### src/dio_map.vh
/*
  constants shared by the digital i/o control block: clock rate,
  short-circuit qualification timing and data widths.
  assumes nothing beyond a verilog-2005 preprocessor.
*/
`ifndef DIO_MAP_VH
`define DIO_MAP_VH

// ==========================================================
// clock and time base
`define DIO_CLK_HZ 20000000
`define DIO_TICK_US 1000
`define DIO_TICK_CYCLES ((`DIO_CLK_HZ / 1000000) * `DIO_TICK_US)

// ==========================================================
// short-circuit qualification, least time 0.5 s in ms
`define DIO_QUAL_MS 500
`define DIO_QUAL_TICKS ((`DIO_QUAL_MS * 1000) / `DIO_TICK_US)

// ==========================================================
// widths
`define DIO_BYTE_W 8
`define DIO_BUS_ADDR_W 8
`define DIO_SW_BITS 6

`endif

### src/dio_ms_tick.v
/*
  millisecond enable-pulse divider.
  assumes a free-running clk_i and active-low asynchronous reset.
*/
`timescale 1ns/10ps
`include "dio_map.vh"
module dio_ms_tick #(
  parameter CYCLES = `DIO_TICK_CYCLES
) (
  // clock and reset
  input wire clk_i,
  input wire arst_n_i,
  // enable pulse
  output reg tick_o
);

  reg [23:0] cnt_q;

  always @(posedge clk_i or negedge arst_n_i) begin
    if (!arst_n_i) begin
      cnt_q <= 24'h000000;
      tick_o <= 1'b0;
    end else if (cnt_q == CYCLES - 1) begin
      cnt_q <= 24'h000000;
      tick_o <= 1'b1;
    end else begin
      cnt_q <= cnt_q + 24'h000001;
      tick_o <= 1'b0;
    end
  end

endmodule // dio_ms_tick

### src/dio_fault_qual.v
/*
  qualifies one group's short-circuit condition: reported only after it
  has stood for a whole qualification time; drops as soon as it clears.
  assumes tick_i is a one-cycle enable pulse every millisecond.
*/
`timescale 1ns/10ps
`include "dio_map.vh"
module dio_fault_qual #(
  parameter QUAL_TICKS = `DIO_QUAL_TICKS
) (
  // clock and reset
  input wire clk_i,
  input wire arst_n_i,
  // time base and raw condition
  input wire tick_i,
  input wire fault_i,
  // qualified result
  output reg qualified_o
);

  reg [15:0] cnt_q;

  always @(posedge clk_i or negedge arst_n_i) begin
    if (!arst_n_i) begin
      cnt_q <= 16'h0000;
      qualified_o <= 1'b0;
    end else if (!fault_i) begin
      cnt_q <= 16'h0000;
      qualified_o <= 1'b0;
    end else if (tick_i && !qualified_o) begin
      // counting whole ticks makes the wait at least the least time
      if (cnt_q == QUAL_TICKS) begin
        qualified_o <= 1'b1;
      end else begin
        cnt_q <= cnt_q + 16'h0001;
      end
    end
  end

endmodule // dio_fault_qual

### src/dio_ctrl.v
/*
  control logic of a backplane digital i/o module: byte-wide bus access,
  output register with forced-zero conditions, enable gating, address
  switch decode, short-circuit qualification and indicators.
  assumes all inputs are synchronous to clk_i; the bus strobe is a
  one-cycle pulse per access.
*/
// Notes on behaviour
// output-inhibit command forces every output bit to zero.
// outputs held zero after power-up and while the cpu is stopped.
// fault signal asserts on short or overcurrent at an output driven one; with AC_MODULE set the code holds it at zero.
// faults shorter than the qualification time are ignored.
// a green indicator per channel shows its current state, grouped by byte.
// red indicator per group: short to ground (dc) or blown fuse (ac).
// module answers only accesses matching its address rocker switch.
// while enabled mode is active and enable absent, bus accesses get no answer.
// while disabled through the enable input, all outputs are zero.
// the cpu raises an access timeout on a missing answer.
// jumper fitted: enable input gates access and outputs.
// jumper open: enable input ignored, module always enabled.
// fault signal stays while a qualified short persists, then drops.
// written bytes latch in the output register; forcing applies after it.
`timescale 1ns/10ps
`include "dio_map.vh"
module dio_ctrl #(
  parameter SW_BITS = `DIO_SW_BITS,
  parameter AC_MODULE = 0,
  parameter TICK_CYCLES = `DIO_TICK_CYCLES,
  parameter QUAL_TICKS = `DIO_QUAL_TICKS
) (
  // clock and reset
  input wire clk_i,
  input wire arst_n_i,
  // backplane bus
  input wire bus_sel_i,
  input wire bus_we_i,
  input wire [`DIO_BUS_ADDR_W-1:0] bus_addr_i,
  input wire [`DIO_BYTE_W-1:0] bus_wdata_i,
  output reg [`DIO_BYTE_W-1:0] bus_rdata_o,
  output reg bus_ack_o,
  // cpu state
  input wire output_inhibit_command_i,
  input wire cpu_stop_i,
  // address switch and enable
  input wire [SW_BITS-1:0] addr_switch_i,
  input wire enable_voltage_i,
  input wire enable_jumper_i,
  // process side
  input wire [(8 << (`DIO_BUS_ADDR_W - SW_BITS))-1:0] din_i,
  input wire [(8 << (`DIO_BUS_ADDR_W - SW_BITS))-1:0] short_i,
  input wire [(1 << (`DIO_BUS_ADDR_W - SW_BITS))-1:0] fuse_blown_i,
  output reg [(8 << (`DIO_BUS_ADDR_W - SW_BITS))-1:0] dout_o,
  // indicators and signal output
  output wire [(8 << (`DIO_BUS_ADDR_W - SW_BITS))-1:0] led_green_o,
  output reg [(1 << (`DIO_BUS_ADDR_W - SW_BITS))-1:0] led_red_o,
  output reg fault_signal_o
);

  localparam SEL_W = `DIO_BUS_ADDR_W - SW_BITS;
  localparam NBYTES = 1 << SEL_W;
  localparam NBITS = NBYTES * `DIO_BYTE_W;

  // ==========================================================
  // enable and address decode
  wire enabled;
  wire addr_hit;
  wire [SEL_W-1:0] byte_sel;
  wire access;

  assign enabled = !enable_jumper_i || enable_voltage_i;
  assign addr_hit = (bus_addr_i[`DIO_BUS_ADDR_W-1:SEL_W] == addr_switch_i);
  assign byte_sel = bus_addr_i[SEL_W-1:0];
  assign access = bus_sel_i && addr_hit && enabled;

  // ==========================================================
  // power-up hold: released once the cpu has left stop
  reg por_hold_q;

  always @(posedge clk_i or negedge arst_n_i) begin
    if (!arst_n_i) begin
      por_hold_q <= 1'b1;
    end else if (!cpu_stop_i) begin
      por_hold_q <= 1'b0;
    end
  end

  // ==========================================================
  // output register
  reg [NBITS-1:0] out_q;
  integer i;

  always @(posedge clk_i or negedge arst_n_i) begin
    if (!arst_n_i) begin
      out_q <= {NBITS{1'b0}};
    end else if (access && bus_we_i) begin
      for (i = 0; i < NBYTES; i = i + 1) begin
        if (byte_sel == i[SEL_W-1:0]) begin
          out_q[i*8 +: 8] <= bus_wdata_i;
        end
      end
    end
  end

  // ==========================================================
  // forced zero, applied after the latch
  wire force_zero;

  assign force_zero = output_inhibit_command_i || cpu_stop_i || por_hold_q || !enabled;

  always @(posedge clk_i or negedge arst_n_i) begin
    if (!arst_n_i) begin
      dout_o <= {NBITS{1'b0}};
    end else if (force_zero) begin
      dout_o <= {NBITS{1'b0}};
    end else begin
      dout_o <= out_q;
    end
  end

  assign led_green_o = dout_o;

  // ==========================================================
  // bus answer: no answer when disabled, so the cpu times out
  always @(posedge clk_i or negedge arst_n_i) begin
    if (!arst_n_i) begin
      bus_ack_o <= 1'b0;
      bus_rdata_o <= 8'h00;
    end else begin
      bus_ack_o <= access;
      if (access && !bus_we_i) begin
        bus_rdata_o <= din_i[byte_sel*8 +: 8];
      end
    end
  end

  // ==========================================================
  // short-circuit qualification per group (one group per byte)
  wire tick;
  wire [NBYTES-1:0] grp_raw;
  wire [NBYTES-1:0] grp_qual;

  dio_ms_tick #(
    .CYCLES(TICK_CYCLES)
  ) u_tick (
    .clk_i(clk_i),
    .arst_n_i(arst_n_i),
    .tick_o(tick)
  );

  genvar g;
  generate
    for (g = 0; g < NBYTES; g = g + 1) begin : grp
      // only outputs currently driven to one count
      assign grp_raw[g] = |(short_i[g*8 +: 8] & dout_o[g*8 +: 8]);

      dio_fault_qual #(
        .QUAL_TICKS(QUAL_TICKS)
      ) u_qual (
        .clk_i(clk_i),
        .arst_n_i(arst_n_i),
        .tick_i(tick),
        .fault_i(grp_raw[g]),
        .qualified_o(grp_qual[g])
      );
    end
  endgenerate

  // ==========================================================
  // red indicators and fault signal
  always @(posedge clk_i or negedge arst_n_i) begin
    if (!arst_n_i) begin
      led_red_o <= {NBYTES{1'b0}};
      fault_signal_o <= 1'b0;
    end else if (AC_MODULE != 0) begin
      led_red_o <= fuse_blown_i;
      fault_signal_o <= 1'b0;
    end else begin
      led_red_o <= grp_qual;
      fault_signal_o <= |grp_qual;
    end
  end

endmodule // dio_ctrl

### config.mk
export PLATFORM = sky130hd
export DESIGN_NAME = dio_ctrl
export DESIGN_NICKNAME = d
export VERILOG_FILES = /design/src/dio_ms_tick.v /design/src/dio_fault_qual.v /design/src/dio_ctrl.v
export VERILOG_INCLUDE_DIRS = /design/src
export SDC_FILE = /design/constraint.sdc
export NUM_CORES = 1
export LEC_CHECK = 0
export ABC_AREA = 1
export BUFFER_PORTS_ARGS = -buffer_cell sky130_fd_sc_hd__buf_2
export CORE_MARGIN = 2
export CORE_UTILIZATION = 61
export DETAILED_ROUTE_END_ITERATION = 10
export PLACE_DENSITY = 0.86
export SYNTH_ARGS = -nofsm -noshare
export SYNTH_HDL_FRONTEND = slang
export SYNTH_SLANG_ARGS = --single-unit
export TNS_END_PERCENT = 5
### constraint.sdc
create_clock -name clk_i -period 4.6 [get_ports clk_i]
set_clock_uncertainty 0.05 [all_clocks]
set_input_delay 0.92 -clock clk_i [delete_from_list [all_inputs] [get_ports clk_i]]
set_output_delay 0.92 -clock clk_i [all_outputs]
set_load 0.03 [all_outputs]
==> flow_metrics.py, run 1 <==
metrics = {
    "critical_path": {
        "required_ns": 4.87,
        "path_class": "input pin to register",
        "crit-reg2reg-launch": "dout_o[16]$_DFF_PN0_",
        "r2r_slack_ns": 2.35,
        "r2r_cells": 8,
        "crit_path_start_kind": "input pin",
        "cp_max_fo": 27,
        "endpoint_kind": "register",
        "r2r-end": "grp[2].u_qual.cnt_q[15]$_DFFE_PN0P_",
        "arrival_ns": 2.92,
    },
    "timing": {
        "finalSetupViolations": 0,
        "fin_crit_sh_pct": 57.5,
        "rsz0062_at_grt": "false",
        "tightestPinTransition_ns": 1.17,
        "period_minus_slack_ns": 2.64,
        "layout_setup_ws_ns": 1.96,
        "timing.fmax_ghz": 0.378,
        "final-hold-violation-count": 0,
        "fin_hold_ws_ns": 0.361,
        "slew_viol_final": 0,
        "max_slew_margin_pct": 22.0,
        "tns_ns": 0,
    },
    "global_route": {
        "grt.total_usage_pct": 29.3,
        "use_met3_pct": 7.10,
        "use_met1_pct": 36.6,
        "overflow": 0,
        "gr-max-usage-layer": "met2",
        "use_met2_pct": 48.9,
        "grt_pass1_wl_mm": 39.1,
        "grt_max_degree": 78,
        "antenna_found_initial": 1,
        "first_global_vias": 8658,
    },
    "layout": {
        "mostFrequentLayoutCells": "nand2_1 (471), nor2_1 (179), dfrtp_1 (171)",
        "seqCellArea_sq_mm": 0.00431,
        "diodes": 0,
        "mostFrequentLayoutCell": "nand2_1",
        "drive_gt1_share_pct": 15.9,
        "nFillCells": 1228,
        "area_delta_synth_final_pct": 14.7,
        "final_cells": 1682,
        "multiInputGateArea_sq_mm": 0.00430,
        "nets": 1565,
    },
    "synthesis": {
        "synth-simple-area-share_pct": 38.0,
        "yosys.area_share.adder_pct": 1.18,
        "synth-xor-area-share_pct": 4.03,
        "yosysUniqueCellTypes": 32,
        "synth_top_family_by_area": "simple AND/OR/NAND/NOR gates",
        "synthMuxAreaShare_pct": 0,
        "async_flop_share_pct": 100,
        "syn_inst": 1322,
        "synth_seq_area_share_pct": 45.0,
        "synth-seq-cells": 172,
        "synth.avg_cell_area_sq_um": 7.23,
        "ys.flop_type": "dfrtp_1",
        "synth_nets": 1429,
        "ys.warnings.count": 0,
        "synth_edf_count": 0,
        "synth_compound_area_share_pct": 1.83,
        "synth_area_sq_mm": 0.00956,
    },
    "pwr": {
        "power_density_mw_per_mm2": 293,
        "totalPowerFinal_mw": 3.22,
        "p_leak_nw": 5.93,
        "vdd_drop_max_mv": 0.282,
    },
    "worst_hold_path": {
        "min_to": "led_red_o[0]$_DFF_PN0_",
        "hp-start": "grp[0].u_qual.qualified_o$_DFFE_PN0P_",
        "min_path_cells": 0,
        "hold_class": "register to register",
    },
    "detailed_routing": {
        "drtIter0Drc": 731,
        "wl_per_cell_um": 13.8,
        "vias_per_cell": 5.34,
        "vias": 8984,
        "ant_nets": 0,
        "drt_pre_antenna_iters": 7,
        "drc": 0,
        "drt_wl_total_mm": 23.3,
    },
    "die": {
        "num_io_pins": 176,
        "placementRows": 45,
        "start_util_pct": 62.7,
        "coreArea_sq_mm": 0.0153,
        "die_h_um": 129,
        "dieArea_sq_mm": 0.0167,
        "die_w_um": 129,
    },
    "clock_tree": {
        "ctsResizeCount": 0,
        "clkSinkCount": 172,
        "htreeDepth": 4,
        "cts_hold_buffers": 0,
        "cts_tree": "yes",
        "insertion_delay_ns": 0.44,
        "cts_buffer_depth": 2,
        "numCtsBuffers": 17,
        "cts-root-buf": "clkbuf_16",
        "cts_setup_buffers": 0,
        "cts.reportedPaths.clkPinSlew_ns": 0.07,
    },
    "place": {
        "hpwl_mm": 16.5,
        "gp_congestion": 0.913,
        "port_buffers": 171,
        "place_inst": 1650,
        "place_ws_ns": 1.61,
    },
    "flow_run": {
        "cap_viol_max_count": 0,
    },
    "outcome": {
        "status": "complete, no violations",
    },
}
## critical path: stages
cell and delay, ns:
buf_2 0.08, inv_1 0.03, nand2_1 0.07, nand2_1 0.05, nor2_1 0.11, nand2_1 0.08
nor2_2 0.78, nand3_1 0.50, nand2_1 0.22, nand2_1 0.07
## cell usage after synthesis, types with 9 or more instances
cell      instances  area, sq um
inv_1           140          526
o21ai_1          10         50.1
xor2_1           38          333
nand4_1          84          526
buf_4            34          255
nand3_1         100          500
inv_2            12         45.0
buf_2            13         65.1
nor2_1          179          672
ha_1              9          113
clkbuf_1         12         45.0
nand2_1         471         1770
dfrtp_1         171         4280
## worst max-delay path by stage
stage                     slack (ns)        startpoint  cells after the start                                   to
final                           1.96  enable_voltage_i                     10                 out_q[0]$_DFFE_PN0P_
after global routing            1.71  enable_voltage_i                     10                 out_q[0]$_DFFE_PN0P_
after CTS                       1.99   enable_jumper_i                      9                 out_q[0]$_DFFE_PN0P_
after detailed placement        1.61   enable_jumper_i                      9                out_q[31]$_DFFE_PN0P_
after global placement          1.70   enable_jumper_i                      9                 out_q[9]$_DFFE_PN0P_
after floorplan                 2.62        short_i[8]                      9  grp[1].u_qual.cnt_q[13]$_DFFE_PN0P_
## metal layers
layer	vias to the layer above	part of all wire [%]
met5	-	0.077
met4	2	2.9
met3	60	7.4
met2	376	49
met1	4147	41
li1	4399	-
## report_power, final
group          leakage (nW)  switching [mW]  total, mW  internal [mW]
logic                  3.25           0.139      0.202         0.0630
registers              2.38          0.0154       1.55           1.53
clock network         0.297           0.626       1.47          0.840
total                  5.93           0.780       3.22           2.44
## sequential cells by signal, indices dropped and copies added, names as in the netlist
register,flops
out_q,32
bus_rdata_o,8
grp.u_qual.qualified_o,4
u_tick.tick_o,1
grp.u_qual.cnt_q,64
bus_ack_o,1
por_hold_q,1
dout_o,32
u_tick.cnt_q,24
fault_signal_o,1
led_red_o,4
## cell families (layout without fill, tap and decap cells)
group	count (synthesis)	after routing
compound gates	29	29
flops	172	172
buf+inv	214	363
simple gates	854	854
xor+xnor	44	44
fa+ha+maj	9	9
## layout make-up
type	count	area share, %
clock buffers	19	4.13
clock inverters	13	1.37
inverters	154	5.27
multi-input cells	936	39.2
flip-flops and latches	172	39.2
well taps	211	2.41
repair buffers	177	8.38
## through the flow
stage,area (sq um),utilization [%]
3_3_place_gp,10400,68.0
4_1_cts,11000,71.9
5_1_grt,11000,71.9
3_5_place_dp,10400,68.0
6_report,11000,71.9
2_1_floorplan,9560,-
Note: power is estimated with default switching activity, not from simulation.
==> run 2: changes to the inputs <==
--- a/config.mk
+++ b/config.mk
@@ -9,9 +9,9 @@
 export ABC_AREA = 1
 export BUFFER_PORTS_ARGS = -buffer_cell sky130_fd_sc_hd__buf_2
 export CORE_MARGIN = 2
-export CORE_UTILIZATION = 61
+export CORE_UTILIZATION = 56
 export DETAILED_ROUTE_END_ITERATION = 10
-export PLACE_DENSITY = 0.86
+export PLACE_DENSITY = 0.8
 export SYNTH_ARGS = -nofsm -noshare
 export SYNTH_HDL_FRONTEND = slang
 export SYNTH_SLANG_ARGS = --single-unit
==> constraint.sdc (replaced) <==
create_clock -name clk_i -period 2.6 [get_ports clk_i]
set_clock_uncertainty 0.05 [all_clocks]
set_input_delay 0.52 -clock clk_i [delete_from_list [all_inputs] [get_ports clk_i]]
set_output_delay 0.52 -clock clk_i [all_outputs]
set_load 0.03 [all_outputs]
==> flow_metrics.py, run 2 (synthesized netlist as in run 1, its figures left out) <==
metrics = {
    "critical_path": {
        "required_ns": 2.92,
        "endpoint_kind": "register",
        "path_class": "register to register",
        "arrival_ns": 2.23,
        "crit_path_start_kind": "register",
        "cp_max_fo": 12,
    },
    "global_route": {
        "grt_max_degree": 65,
        "use_met3_pct": 5.52,
        "grt_pass1_wl_mm": 39.8,
        "use_met1_pct": 35.1,
        "first_global_vias": 8573,
        "use_met2_pct": 46.1,
        "overflow": 0,
        "grt.total_usage_pct": 27.1,
        "antenna_found_initial": 1,
        "gr-max-usage-layer": "met2",
    },
    "layout": {
        "nets": 1574,
        "largest_register_ffs": 64,
        "finalInstanceArea_sq_mm": 0.0111,
        "mostFrequentLayoutCells": "nand2_1 (471), nor2_1 (179), dfrtp_1 (171)",
        "area_delta_synth_final_pct": 15.8,
        "regMostFlops": "grp.u_qual.cnt_q",
        "reg_top3": "grp.u_qual.cnt_q (64), dout_o (32), out_q (32)",
        "drive_gt1_share_pct": 16.4,
        "diodes": 0,
        "mostFrequentLayoutCell": "nand2_1",
    },
    "pwr": {
        "combPwrFrac_pct": 6.3,
        "totalPowerFinal_mw": 5.77,
        "power_density_mw_per_mm2": 521,
        "p_clk_share_pct": 46.3,
        "vdd_drop_max_mv": 0.466,
        "intPower_mw": 4.36,
        "p_leak_nw": 5.98,
        "power.switching_mw": 1.40,
        "swShare_pct": 24.3,
        "seqPwrFrac_pct": 47.5,
    },
    "timing": {
        "tns_ns": 0,
        "max_slew_margin_pct": 51.3,
        "timing.fmax_ghz": 0.522,
        "final-hold-violation-count": 13,
        "fin_crit_sh_pct": 73.6,
        "period_minus_slack_ns": 1.91,
        "fin_hold_ws_ns": -0.00775,
        "finalSetupViolations": 0,
        "rsz0062_at_grt": "false",
        "tightestPinTransition_ns": 0.728,
        "slew_viol_final": 0,
    },
    "worst_hold_path": {
        "hold_class": "input pin to async pin",
    },
    "detailed_routing": {
        "drtIter0Drc": 728,
        "vias": 8917,
        "wl_per_cell_um": 13.7,
        "ant_nets": 0,
        "drt_wl_total_mm": 23.3,
        "drt_pre_antenna_iters": 5,
        "vias_per_cell": 5.25,
        "drc": 0,
    },
    "clock_tree": {
        "cts-root-buf": "clkbuf_16",
        "clkSinkCount": 172,
        "cts_tree": "yes",
        "cts_hold_buffers": 0,
        "ctsResizeCount": 0,
        "htreeDepth": 4,
        "cts_setup_buffers": 0,
        "numCtsBuffers": 17,
        "cts.reportedPaths.clkPinSlew_ns": 0.06,
        "cts_buffer_depth": 2,
        "insertion_delay_ns": 0.43,
    },
    "die": {
        "die_h_um": 135,
        "placementRows": 47,
        "die_w_um": 135,
        "coreArea_sq_mm": 0.0166,
        "num_io_pins": 176,
        "dieArea_sq_mm": 0.0181,
        "start_util_pct": 57.5,
    },
    "outcome": {
        "status": "complete, but fails checks",
        "violations": "negative hold slack",
    },
    "flow_run": {
        "cap_viol_max_count": 0,
    },
    "place": {
        "port_buffers": 171,
        "dpl-instance-area_sq_mm": 0.0105,
        "gp_congestion": 0.930,
        "hpwl_mm": 17.0,
    },
}
[run 2: changes by cell type in the layout (fill, tap and decap cells not counted), sizes merged]
cell,previous run,this run
clkbuf,19,18
buf,177,186
clkinv,6,5
clkinvlp,1,2
bufinv,2,3
[run 2: per-layer routing]
metal | share of wire [%] | wire (um)
met1 | 43 | 9990
met3 | 6.3 | 1470
met5 | 0.056 | 13
met4 | 2.1 | 480
met2 | 49 | 11300
[run 2: worst paths after layout]
kind | endpoint | cells after the start | slack [ns] | start
setup / recovery | grp[2].u_qual.cnt_q[8]$_DFFE_PN0P_ | 11 | 0.69 | grp[2].u_qual.cnt_q[0]$_DFFE_PN0P_
hold / removal | grp[0].u_qual.cnt_q[13]$_DFFE_PN0P_ | 1 | -0.008 | arst_n_i
setup reg to reg | grp[2].u_qual.cnt_q[8]$_DFFE_PN0P_ | 11 | 0.69 | grp[2].u_qual.cnt_q[0]$_DFFE_PN0P_
hold reg to reg | led_red_o[3]$_DFF_PN0_ | 0 | 0.36 | grp[3].u_qual.qualified_o$_DFFE_PN0P_
max in group asynchronous | u_tick.cnt_q[7]$_DFF_PN0_ | 2 | 1.78 | arst_n_i
min in group clk_i | por_hold_q$_DFFE_PN1N_ | 3 | 0.22 | cpu_stop_i
[run 2: layout make-up]
| cell class | instances | area [sq um] |
|---|---|---|
| multi-input cells | 936 | 4300 |
| inverters | 154 | 578 |
| repair buffers | 186 | 1000 |
| fillers | 1378 | 5570 |
| clock inverters | 14 | 181 |
| flip-flops and latches | 172 | 4310 |
| clock buffers | 18 | 429 |
| well taps | 220 | 275 |
[run 2: critical path, cell delays in order, from the launching register on]
cell     delay (ns)
dfrtp_1        0.39
inv_1          0.12
ha_1           0.20
nand2_1        0.06
nor2_1         0.11
nand2_1        0.09
nor2_4         0.13
nor2_2         0.11
buf_4          0.18
nor2_4         0.24
nand2_1        0.10
nand2_1        0.07
[run 2: power groups by stage]
stage / Sequential (mW) / Combinational (mW) / Clock (mW)
3_3_place_gp: 2.79 / 0.357 / 0
6_report: 2.74 / 0.362 / 2.67
2_1_floorplan: 2.82 / 0.137 / 0
3_5_place_dp: 2.78 / 0.366 / 0
4_1_cts: 2.74 / 0.367 / 2.69
5_1_grt: 2.74 / 0.409 / 2.81
[run 2: per-stage QoR]
step,setup slack [ns],utilization [%],hold slack [ns],std cells
floorplan,1.01,-,0.174,1322
CTS,0.672,66.5,0.00569,1700
global route,0.453,66.5,0.0317,1700
global placement,0.460,62.9,0.340,1668
finish,0.685,66.5,-0.00775,1700
detailed placement,0.425,62.9,0.343,1668
